File: src/audio_sync_pkg.sv
package audio_sync_pkg;

    // register indices; each register is one aligned word at four times
    // its index, so the bus decodes haddr[ADDR_IDX_HI:ADDR_IDX_LO]
    localparam logic [7:0] GAIN_LOOP_SETUP_ADDR = 8'h40;
    localparam logic [7:0] INPUT_BUFFER_SETUP_ADDR = 8'h41;
    localparam logic [7:0] SYNC_EFFECT_SETUP_ADDR = 8'h42;
    localparam logic [7:0] SOURCE_ROUTE_SELECT_ADDR = 8'h43;
    localparam logic [7:0] REG_RESET = 8'h00;
    localparam int ADDR_IDX_LO = 2;
    localparam int ADDR_IDX_HI = 9;

    // writable bit masks; bit 5 of the effect register is not kept
    localparam logic [7:0] GAIN_LOOP_MASK = 8'h7F;
    localparam logic [7:0] INPUT_BUFFER_MASK = 8'hFF;
    localparam logic [7:0] SYNC_EFFECT_MASK = 8'hDF;
    localparam logic [7:0] SOURCE_ROUTE_MASK = 8'h0F;

    // field positions
    localparam int GL_UP_LEVEL = 6;
    localparam int GL_DOWN_LEVEL = 5;
    localparam int GL_DN_DECAY_HI = 4;
    localparam int GL_DN_DECAY_LO = 3;
    localparam int GL_UP_DECAY_HI = 2;
    localparam int GL_UP_DECAY_LO = 1;
    localparam int GL_ON = 0;
    localparam int IB_PRECHARGE_OFF = 7;
    localparam int IB_MANUAL = 6;
    localparam int IB_GAIN_HI = 5;
    localparam int IB_GAIN_LO = 1;
    localparam int IB_BUF_ON = 0;
    localparam int SE_PIN_SEL = 7;
    localparam int SE_PULLDOWN_OFF = 6;
    localparam int SE_DECAY_HI = 4;
    localparam int SE_DECAY_LO = 3;
    localparam int SE_MODE_HI = 2;
    localparam int SE_MODE_LO = 0;
    localparam int NUM_SOURCES = 4;

    // gain window of the loop around the programmed start value, in dB steps
    localparam logic [4:0] GAIN_SWING = 5'h03;
    localparam logic [4:0] GAIN_MAX = 5'h1F;

    typedef enum logic [2:0] {
        EFFECT_BAR = 3'h0,
        EFFECT_BAR_DIM = 3'h1,
        EFFECT_RUN = 3'h2,
        EFFECT_RUN_DIM = 3'h3,
        EFFECT_MIX = 3'h4,
        EFFECT_MIX_DIM = 3'h5,
        EFFECT_PAR_DIM = 3'h6,
        EFFECT_FORBIDDEN = 3'h7
    } effect_e;

    typedef enum logic [1:0] {
        BUS_IDLE = 2'b00,
        BUS_WRITE = 2'b01,
        BUS_READ = 2'b11
    } bus_phase_e;

    typedef struct packed {
        logic [31:0] haddr;
        logic [1:0] htrans;
        logic hwrite;
        logic [2:0] hsize;
        logic hsel;
        logic hready;
        logic [31:0] hwdata;
    } ahb_req_s;

    typedef struct packed {
        logic [31:0] hrdata;
        logic hreadyout;
        logic hresp;
    } ahb_rsp_s;

    typedef struct packed {
        logic up_level_raised;
        logic down_level_raised;
        logic [1:0] down_decay;
        logic [1:0] up_decay;
        logic loop_on;
        logic [4:0] gain_start;
        logic [4:0] gain_floor;
        logic [4:0] gain_ceiling;
        logic buffer_on;
        logic manual_precharge;
        logic precharge_active;
    } preamp_ctrl_s;

    typedef struct packed {
        logic pin_from_fourth_output;
        logic pulldown_on;
        logic [1:0] decay;
        effect_e effect;
        logic effect_illegal;
        logic [3:0] sound_route;
    } effect_ctrl_s;

    typedef struct packed {
        bus_phase_e phase;
        logic [7:0] addr;
        logic [7:0] gain_loop_setup;
        logic [7:0] input_buffer_setup;
        logic [7:0] sync_effect_setup;
        logic [7:0] source_route_select;
        logic [31:0] rdata;
    } regs_state_s;

endpackage : audio_sync_pkg

File: src/audio_sync_control_regs.sv
// Chosen here: the AHB-Lite register port.
`timescale 1ns/100ps
`default_nettype none

module audio_sync_control_regs (
    // clock and reset
    input wire logic ref_clk,
    input wire logic rst_b,
    // register bus
    input wire audio_sync_pkg::ahb_req_s ahb_req,
    output audio_sync_pkg::ahb_rsp_s ahb_rsp,
    // per-source drive levels
    input wire logic [15:0] pattern_level,
    input wire logic [15:0] audio_level,
    output logic [15:0] source_level,
    // control to the analog path
    output audio_sync_pkg::preamp_ctrl_s preamp_ctrl,
    output audio_sync_pkg::effect_ctrl_s effect_ctrl
);
    import audio_sync_pkg::*;

    regs_state_s s_q;
    regs_state_s s_d;
    logic [7:0] wbyte;
    logic [4:0] gain_code;
    logic [3:0] route_eff;

    // one-cycle data phase keeps hreadyout high always; the bus never waits
    always_comb begin
        s_d = s_q;
        wbyte = ahb_req.hwdata[7:0];
        s_d.rdata = 32'h0000_0000;
        if (s_q.phase == BUS_WRITE) begin
            case (s_q.addr)
                GAIN_LOOP_SETUP_ADDR: begin
                    s_d.gain_loop_setup = wbyte & GAIN_LOOP_MASK;
                end
                INPUT_BUFFER_SETUP_ADDR: begin
                    s_d.input_buffer_setup = wbyte & INPUT_BUFFER_MASK;
                end
                SYNC_EFFECT_SETUP_ADDR: begin
                    s_d.sync_effect_setup = wbyte & SYNC_EFFECT_MASK;
                end
                SOURCE_ROUTE_SELECT_ADDR: begin
                    s_d.source_route_select = wbyte & SOURCE_ROUTE_MASK;
                end
                default: begin
                    s_d.rdata = 32'h0000_0000;
                end
            endcase
        end
        s_d.phase = BUS_IDLE;
        if (ahb_req.hsel && ahb_req.hready && ahb_req.htrans[1]) begin
            s_d.phase = ahb_req.hwrite ? BUS_WRITE : BUS_READ;
            // misaligned or out-of-range addresses alias to an unmapped index
            s_d.addr = 8'h00;
            if (ahb_req.haddr[ADDR_IDX_LO-1:0] == '0 &&
                ahb_req.haddr[31:ADDR_IDX_HI+1] == '0) begin
                s_d.addr = ahb_req.haddr[ADDR_IDX_HI:ADDR_IDX_LO];
            end
            if (!ahb_req.hwrite) begin
                case (s_d.addr)
                    GAIN_LOOP_SETUP_ADDR:
                        s_d.rdata = {24'h00_0000, s_d.gain_loop_setup};
                    INPUT_BUFFER_SETUP_ADDR:
                        s_d.rdata = {24'h00_0000, s_d.input_buffer_setup};
                    SYNC_EFFECT_SETUP_ADDR:
                        s_d.rdata = {24'h00_0000, s_d.sync_effect_setup};
                    SOURCE_ROUTE_SELECT_ADDR:
                        s_d.rdata = {24'h00_0000, s_d.source_route_select};
                    default:
                        s_d.rdata = 32'h0000_0000;
                endcase
            end
        end
    end

    always_ff @(posedge ref_clk or negedge rst_b) begin
        if (!rst_b) begin
            s_q <= '{phase: BUS_IDLE, addr: 8'h00,
                     gain_loop_setup: REG_RESET,
                     input_buffer_setup: REG_RESET,
                     sync_effect_setup: REG_RESET,
                     source_route_select: REG_RESET,
                     rdata: 32'h0000_0000};
        end else begin
            s_q <= s_d;
        end
    end

    // one driver for the whole response keeps the port a single variable
    assign ahb_rsp = '{hrdata: s_q.rdata, hreadyout: 1'b1, hresp: 1'b0};

    // gain window for the loop; clamped at the ends of the code range
    assign gain_code = s_q.input_buffer_setup[IB_GAIN_HI:IB_GAIN_LO];

    always_comb begin
        preamp_ctrl.up_level_raised = s_q.gain_loop_setup[GL_UP_LEVEL];
        preamp_ctrl.down_level_raised =
            s_q.gain_loop_setup[GL_DOWN_LEVEL];
        preamp_ctrl.down_decay =
            s_q.gain_loop_setup[GL_DN_DECAY_HI:GL_DN_DECAY_LO];
        preamp_ctrl.up_decay =
            s_q.gain_loop_setup[GL_UP_DECAY_HI:GL_UP_DECAY_LO];
        preamp_ctrl.loop_on = s_q.gain_loop_setup[GL_ON];
        preamp_ctrl.gain_start = gain_code;
        preamp_ctrl.gain_floor = gain_code;
        preamp_ctrl.gain_ceiling = gain_code;
        if (s_q.gain_loop_setup[GL_ON]) begin
            preamp_ctrl.gain_floor = (gain_code > GAIN_SWING) ?
                gain_code - GAIN_SWING : 5'h00;
            preamp_ctrl.gain_ceiling = (gain_code < GAIN_MAX - GAIN_SWING) ?
                gain_code + GAIN_SWING : GAIN_MAX;
        end
        preamp_ctrl.buffer_on = s_q.input_buffer_setup[IB_BUF_ON];
        preamp_ctrl.manual_precharge =
            s_q.input_buffer_setup[IB_MANUAL];
        // automatic mode ignores the disable bit
        preamp_ctrl.precharge_active = !s_q.input_buffer_setup[IB_MANUAL] ||
            !s_q.input_buffer_setup[IB_PRECHARGE_OFF];
    end

    always_comb begin
        effect_ctrl.pin_from_fourth_output =
            s_q.sync_effect_setup[SE_PIN_SEL];
        effect_ctrl.pulldown_on = !s_q.sync_effect_setup[SE_PULLDOWN_OFF] &&
            !s_q.input_buffer_setup[IB_BUF_ON];
        effect_ctrl.decay =
            s_q.sync_effect_setup[SE_DECAY_HI:SE_DECAY_LO];
        effect_ctrl.effect =
            effect_e'(s_q.sync_effect_setup[SE_MODE_HI:SE_MODE_LO]);
        effect_ctrl.effect_illegal =
            (effect_ctrl.effect == EFFECT_FORBIDDEN);
        effect_ctrl.sound_route = route_eff;
    end

    // colour-mix effects never claim the fourth source
    always_comb begin
        route_eff = s_q.source_route_select[NUM_SOURCES-1:0];
        if (effect_ctrl.effect == EFFECT_MIX ||
            effect_ctrl.effect == EFFECT_MIX_DIM) begin
            route_eff[NUM_SOURCES-1] = 1'b0;
        end
    end

    genvar i;
    generate
        for (i = 0; i < NUM_SOURCES; i++) begin : g_src
            assign source_level[i*4 +: 4] = route_eff[i] ?
                audio_level[i*4 +: 4] : pattern_level[i*4 +: 4];
        end
    endgenerate

endmodule : audio_sync_control_regs

`default_nettype wire

File: config.mk
export PLATFORM = sky130hd
export DESIGN_NAME = audio_sync_control_regs
export DESIGN_NICKNAME = d
export VERILOG_FILES = /design/src/audio_sync_pkg.sv /design/src/audio_sync_control_regs.sv
export SDC_FILE = /design/constraint.sdc
export NUM_CORES = 1
export LEC_CHECK = 0
export BUFFER_PORTS_ARGS = -buffer_cell sky130_fd_sc_hd__buf_4
export CAP_MARGIN = 25
export CORE_MARGIN = 2
export CORE_UTILIZATION = 47
export CTS_CLUSTER_DIAMETER = 40
export DETAILED_ROUTE_END_ITERATION = 6
export GPL_TIMING_DRIVEN = 0
export PLACE_DENSITY = 0.87
export SKIP_LAST_GASP = 1
export SLEW_MARGIN = 20
export SYNTH_ARGS = -nofsm -noshare
export SYNTH_HDL_FRONTEND = slang
export SYNTH_SLANG_ARGS = --single-unit
File: constraint.sdc
create_clock -name ref_clk -period 4.2 [get_ports ref_clk]
set_input_delay 0.42 -clock ref_clk [delete_from_list [all_inputs] [get_ports ref_clk]]
set_output_delay 0.42 -clock ref_clk [all_outputs]
set_load 0.05 [all_outputs]
======== After elaboration in Yosys (flattened, before gate mapping) ========
Index checks and enable logic that the tools add are counted.
W data, S select, Z words.
word-level totals
  bits in registers ....................... 74
  bits of input ports ..................... 106
  output and inout port bits .............. 87
operators by class
  eq/ne operators ......................... 12
  multiplexer cells ....................... 20
  order comparisons ....................... 2
  reductions and logical operators ........ 12
  add/sub/neg operators ................... 2
operators by type and width
  operator               count
  $eq A8 B7 Y1 const B   8
  $mux W32               2
  $mux W64               1
  $mux W8                6
  $pmux W8 S4            1
  $logic_not A22 Y1      1
  $mux W10               2
  $mux W4                4
  $mux W5                2
  $eq A3 B3 Y1 const B   3
  $add A5 B2 Y5 const B  1
  $gt A5 B2 Y1 const B   1
  $lt A5 B5 Y1 const B   1
  $sub A5 B2 Y5 const B  1
  $logic_and A1 B1 Y1    4
  $logic_not A1 Y1       4
  $eq A2 B1 Y1 const B   1
  $logic_not A2 Y1       1
  $logic_or A1 B1 Y1     2
  $mux W2                1
  $mux W1                1

======== Depth between registers and ports, before layout ========
  depth in word-level cells ............... 8
  gate-level depth with buffers ........... 5

======== Least setup slack after synthesis ========
Ideal clock, no wire load.
  path kind ............................... flip-flop to output port
  start point ............................. register s_q (netlist bit preamp_ctrl[18])
  end point ............................... output preamp_ctrl[11] (netlist bit)
  setup slack ............................. 1916 ps
  required time ........................... 3780 ps
  data arrival time ....................... 1864 ps
  cell stages (with the launch flop) ...... 4
  cell sequence ........................... dfrtp_1 > clkbuf_1 > nand3b_1 > o21ai_0
RTL lines
  what                    RTL line                       source
  from (decl)             audio_sync_control_regs.sv:22  regs_state_s s_q;
  from (signal assigned)  audio_sync_control_regs.sv:80  s_q <= '{phase: BUS_IDLE, addr: 8'h00,
  to (decl)               audio_sync_control_regs.sv:17  output audio_sync_pkg::preamp_ctrl_s preamp_ctrl,

==> flow_summary.html <==
<table>
<tr><th>Metric</th><th>Value</th></tr>
<tr><th colspan="2">Floorplan</th></tr>
<tr><td>Horizontal die dimension</td><td>84.7 um</td></tr>
<tr><td>Initial core utilization</td><td>48.5%</td></tr>
<tr><td>Top-Level Pins</td><td>193</td></tr>
<tr><td>Die height</td><td>84.7 um</td></tr>
<tr><td>Floorplan row count</td><td>29</td></tr>
<tr><td>Die area</td><td>0.00718 sq mm</td></tr>
<tr><td>Core area</td><td>0.00631 sq mm</td></tr>
<tr><th colspan="2">STA</th></tr>
<tr><td>Unrepaired setup endpoints after global routing</td><td>false</td></tr>
<tr><td>Actual slew at the worst max-slew pin</td><td>939 ps</td></tr>
<tr><td>Final slew viol count</td><td>0</td></tr>
<tr><td>Final hold viol count</td><td>0</td></tr>
<tr><td>Worst hold slack after final layout</td><td>130 ps</td></tr>
<tr><td>Worst rel slew slack</td><td>36.9%</td></tr>
<tr><td>Final-report setup violation count</td><td>0</td></tr>
<tr><td>Setup TNS after final layout</td><td>0 ps</td></tr>
<tr><td>Achievable frequency</td><td>378 MHz</td></tr>
<tr><td>Worst setup skew after layout</td><td>5.97 ps</td></tr>
<tr><td>Fin crit period</td><td>2640 ps</td></tr>
<tr><td>Ratio of final minimum period to clock period</td><td>63.0%</td></tr>
<tr><th colspan="2">Cells and area</th></tr>
<tr><td>FF/Latch Area</td><td>0.00125 sq mm</td></tr>
<tr><td>Total inserted antenna cells</td><td>0</td></tr>
<tr><td>Count of non-filler cells in the finished layout</td><td>550</td></tr>
<tr><td>Share of post-route cells with drive strength above 1</td><td>55.4%</td></tr>
<tr><td>Combined area of the multi-input logic cells</td><td>0.00143 sq mm</td></tr>
<tr><td>Final std cell area, no fill</td><td>0.00444 sq mm</td></tr>
<tr><td>Nets</td><td>580</td></tr>
<tr><td>Area added between synthesis and finish</td><td>45.0%</td></tr>
<tr><td>Layout fillers</td><td>500</td></tr>
<tr><th colspan="2">Drt</th></tr>
<tr><td>DRC Markers</td><td>0</td></tr>
<tr><td>Violation count after the first detailed-route iteration</td><td>112</td></tr>
<tr><td>Avg WL per Cell</td><td>13.2 um</td></tr>
<tr><td>Via count</td><td>2659</td></tr>
<tr><td>Detail Route Antenna Nets</td><td>0</td></tr>
<tr><td>Final Routed Wirelength</td><td>7290 um</td></tr>
<tr><td>Initial DRT Pass Iterations</td><td>4</td></tr>
<tr><td>Detail-routed via count per cell</td><td>4.83</td></tr>
<tr><th colspan="2">Min path</th></tr>
<tr><td>Class of the tightest hold or removal check</td><td>in2async</td></tr>
<tr><th colspan="2">Critical path</th></tr>
<tr><td>Type of the worst setup path</td><td>reg2out</td></tr>
<tr><td>Worst R2R Setup Slack</td><td>1880 ps</td></tr>
<tr><td>Worst Setup End Kind</td><td>output port</td></tr>
<tr><td>Family of cells with the greatest summed delay on the critical path</td><td>simple AND/OR/NAND/NOR gates</td></tr>
<tr><td>Worst path buffer plus inverter count</td><td>1</td></tr>
<tr><td>Crit path max fanout</td><td>8</td></tr>
<tr><td>Peak per-stage delay on the critical path</td><td>640 ps</td></tr>
<tr><td>Worst setup path endpoint</td><td>preamp_ctrl[12]</td></tr>
<tr><td>Capture point of the worst reg-to-reg path</td><td>ahb_rsp[7]</td></tr>
<tr><td>Reg-to-reg critical path startpoint</td><td>s_q[65]</td></tr>
<tr><td>Depth of the most critical reg-to-reg path</td><td>5</td></tr>
<tr><td>Endpoint required time on the critical path</td><td>3780 ps</td></tr>
<tr><td>CP startpoint</td><td>preamp_ctrl[13]</td></tr>
<tr><td>Path length in cells of the critical path</td><td>5</td></tr>
<tr><td>List of cells traversed by the critical path</td><td>ha_1, or4b_2, nor3_1, a21o_1, buf_4</td></tr>
<tr><td>Startpoint types</td><td>flip-flop</td></tr>
<tr><td>Critical path arrival</td><td>2220 ps</td></tr>
<tr><td>Worst-path cell with the longest stage delay</td><td>sky130_fd_sc_hd__or4b_2</td></tr>
<tr><th colspan="2">Clock tree</th></tr>
<tr><td>Number of H-tree branching levels</td><td>2</td></tr>
<tr><td>Total of hold buffers inserted after clock tree synthesis</td><td>0</td></tr>
<tr><td>Clock-pin slew on the worst setup and hold paths</td><td>90 ps</td></tr>
<tr><td>CTS buffer count</td><td>5</td></tr>
<tr><td>Post-CTS Resized</td><td>0</td></tr>
<tr><td>Maximum buffer depth of the clock tree</td><td>2</td></tr>
<tr><td>Clock sink count</td><td>50</td></tr>
<tr><td>Clock Tree Root</td><td>sky130_fd_sc_hd__clkbuf_8</td></tr>
<tr><td>Clock latency on the worst-skew pair</td><td>300 ps</td></tr>
<tr><td>TritonCTS clock tree</td><td>done</td></tr>
<tr><td>Postcts setup bufs</td><td>0</td></tr>
<tr><th colspan="2">Place</th></tr>
<tr><td>Area of placed instances</td><td>0.00430 sq mm</td></tr>
<tr><td>Hpwl dp</td><td>5680 um</td></tr>
<tr><td>PortBufs</td><td>138</td></tr>
<tr><td>Last weighted congestion value of the routability-driven placer</td><td>0.846</td></tr>
<tr><td>Number of placed instances with taps included</td><td>542</td></tr>
<tr><th colspan="2">Yosys</th></tr>
<tr><td>Post-synth top area share</td><td>40.8%</td></tr>
<tr><td>Largest area contributor in the netlist</td><td>sky130_fd_sc_hd__dfrtp_1</td></tr>
<tr><td>Top cells by count, synth</td><td>sky130_fd_sc_hd__buf_4 (57), sky130_fd_sc_hd__dfrtp_1 (50), sky130_fd_sc_hd__mux2_2 (49)</td></tr>
<tr><td>EDFF count, synth</td><td>0</td></tr>
<tr><td>Cell count after synthesis</td><td>303</td></tr>
<tr><td>Most used standard cell by instance count after synthesis</td><td>sky130_fd_sc_hd__buf_4</td></tr>
<tr><td>Total number of yosys warnings</td><td>0</td></tr>
<tr><td>Prevailing post-synth register cell</td><td>sky130_fd_sc_hd__dfrtp_1</td></tr>
<tr><td>Async set-reset flop share out of synthesis</td><td>100%</td></tr>
<tr><td>Post-Synthesis Cell Area</td><td>0.00306 sq mm</td></tr>
<tr><td>Number of register bits inferred by synthesis</td><td>50</td></tr>
<tr><td>Ranking of synthesized cells by area</td><td>sky130_fd_sc_hd__dfrtp_1 (41%), sky130_fd_sc_hd__mux2_2 (18%), sky130_fd_sc_hd__buf_4 (14%)</td></tr>
<tr><td>Part of the Yosys area used for sequential elements</td><td>40.8%</td></tr>
<tr><td>Number of distinct standard cells referenced by the synthesized netlist</td><td>39</td></tr>
<tr><td>Average size of a mapped cell</td><td>10.1 sq um</td></tr>
<tr><th colspan="2">Global routing</th></tr>
<tr><td>Congestion Overflow GR</td><td>0</td></tr>
<tr><td>First-pass GRT wire length</td><td>11500 um</td></tr>
<tr><td>Largest net degree at the start of global routing</td><td>51</td></tr>
<tr><td>Antenna violations before repair</td><td>0</td></tr>
<tr><td>Global Route Usage Sum</td><td>19.9%</td></tr>
<tr><td>Vias in the first global route</td><td>2606</td></tr>
<tr><th colspan="2">Power</th></tr>
<tr><td>Net switching power</td><td>0.398 mW</td></tr>
<tr><td>Internal</td><td>0.895 mW</td></tr>
<tr><td>Peak ir drop on the vdd network</td><td>0.000184 V</td></tr>
<tr><td>Seq pwr share</td><td>38.9%</td></tr>
<tr><td>Leak Pwr</td><td>2.32 nW</td></tr>
<tr><td>Fraction of power spent switching nets</td><td>30.8%</td></tr>
<tr><td>P per Cell Area</td><td>291 mW/mm^2</td></tr>
<tr><td>Logic gate share of total power</td><td>29.8%</td></tr>
<tr><td>Portion of total power attributed to the clock network</td><td>31.3%</td></tr>
<tr><th colspan="2">Run status</th></tr>
<tr><td>Outcome</td><td>complete, no violations</td></tr>
<tr><th colspan="2">Flow run</th></tr>
<tr><td>Maximum Capacitance Violations</td><td>0</td></tr>
</table>
## power by group through the flow
| stage | Sequential [mW] | Clock [mW] | Combinational (mW) |
|---|---|---|---|
| 6_report | 0.503 | 0.405 | 0.385 |
| 5_1_grt | 0.505 | 0.436 | 0.406 |
| 4_1_cts | 0.503 | 0.413 | 0.386 |
| 3_5_place_dp | 0.513 | 0 | 0.385 |
| 3_3_place_gp | 0.512 | 0 | 0.379 |
| 2_1_floorplan | 0.509 | 0 | 0.259 |
## per-layer routing
| layer | wire length, um | vias to the layer above | GRT usage [%] |
|---|---|---|---|
| li1 | - | 1311 | - |
| met1 | 2840 | 1236 | 24.1 |
| met2 | 3880 | 107 | 36.3 |
| met3 | 506 | 5 | 4.62 |
| met4 | 62 | 0 | 4.04 |
| met5 | 0 | - | 0 |
## sequential cells by signal, summed over array words and instances, names as in the netlist
name / flops
effect_ctrl: 9
s_q: 19
ahb_rsp: 8
preamp_ctrl: 14
## final cells by class
cell class	instances	area share, %
Multi-Input combinational cell	207	32.3
Timing Repair Buffer	138	23.3
Sequential cell	50	28.2
Clock buffer	6	1.86
Tap cell	77	2.17
Clock inverter	2	1.35
Buffer	63	10.3
Inverter	7	0.592
## per-stage QoR
stage | util (%) | worst slack (ps) | power (mW)
finish | 70.4 | 1560 | 1.29
detailed placement | 68.1 | 1900 | 0.897
global route | 70.4 | 1510 | 1.35
global placement | 67.9 | 1520 | 0.891
floorplan | - | 1920 | 0.769
CTS | 70.4 | 1580 | 1.30
## worst min-delay path by stage
stage | depth (start not counted) | to | slack [ps] | start
after floorplan | 0 | ahb_rsp[2] | 120 | rst_b
after global placement | 2 | s_q[70] | 460 | s_q[70]
after detailed placement | 1 | s_q[39] | 470 | s_q[39]
after CTS | 1 | ahb_rsp[9] | 140 | rst_b
after global routing | 1 | ahb_rsp[9] | 170 | rst_b
final | 1 | preamp_ctrl[21] | 130 | rst_b
## layout by cell type (no fill, tap or decap), types with 2 or more instances in the layout
cell,instances
sky130_fd_sc_hd__buf_4,195
sky130_fd_sc_hd__dfrtp_1,50
sky130_fd_sc_hd__mux2_2,49
sky130_fd_sc_hd__nand2_1,40
sky130_fd_sc_hd__conb_1,26
sky130_fd_sc_hd__nand3_1,14
sky130_fd_sc_hd__o21ai_0,10
sky130_fd_sc_hd__nor4_1,9
sky130_fd_sc_hd__nor2_1,7
sky130_fd_sc_hd__a22o_1,7
sky130_fd_sc_hd__inv_1,6
sky130_fd_sc_hd__clkbuf_8,6
sky130_fd_sc_hd__and2_1,5
sky130_fd_sc_hd__clkbuf_1,5
sky130_fd_sc_hd__nor2b_1,4
sky130_fd_sc_hd__nor3_1,3
sky130_fd_sc_hd__a21oi_1,3
sky130_fd_sc_hd__nor3b_1,2
sky130_fd_sc_hd__nand3_2,2
sky130_fd_sc_hd__nand4_2,2
sky130_fd_sc_hd__nand4_1,2
sky130_fd_sc_hd__nor4_2,2
sky130_fd_sc_hd__nand2b_1,2
sky130_fd_sc_hd__o21a_1,2
sky130_fd_sc_hd__ha_1,2
sky130_fd_sc_hd__bufinv_16,2
## cells by family (layout without fill, tap and decap cells)
family,after synthesis,in the layout,synth area share (%)
mux,50,50,18.3
fa+ha+maj,2,2,0.817
simple gates,100,100,17.5
xor+xnor,1,1,0.286
compound gates,28,28,6.25
buf+inv,70,216,15.8
flops,50,50,40.8
other cells,2,26,0.245
No activity file was read; power rests on OpenSTA's default activity.
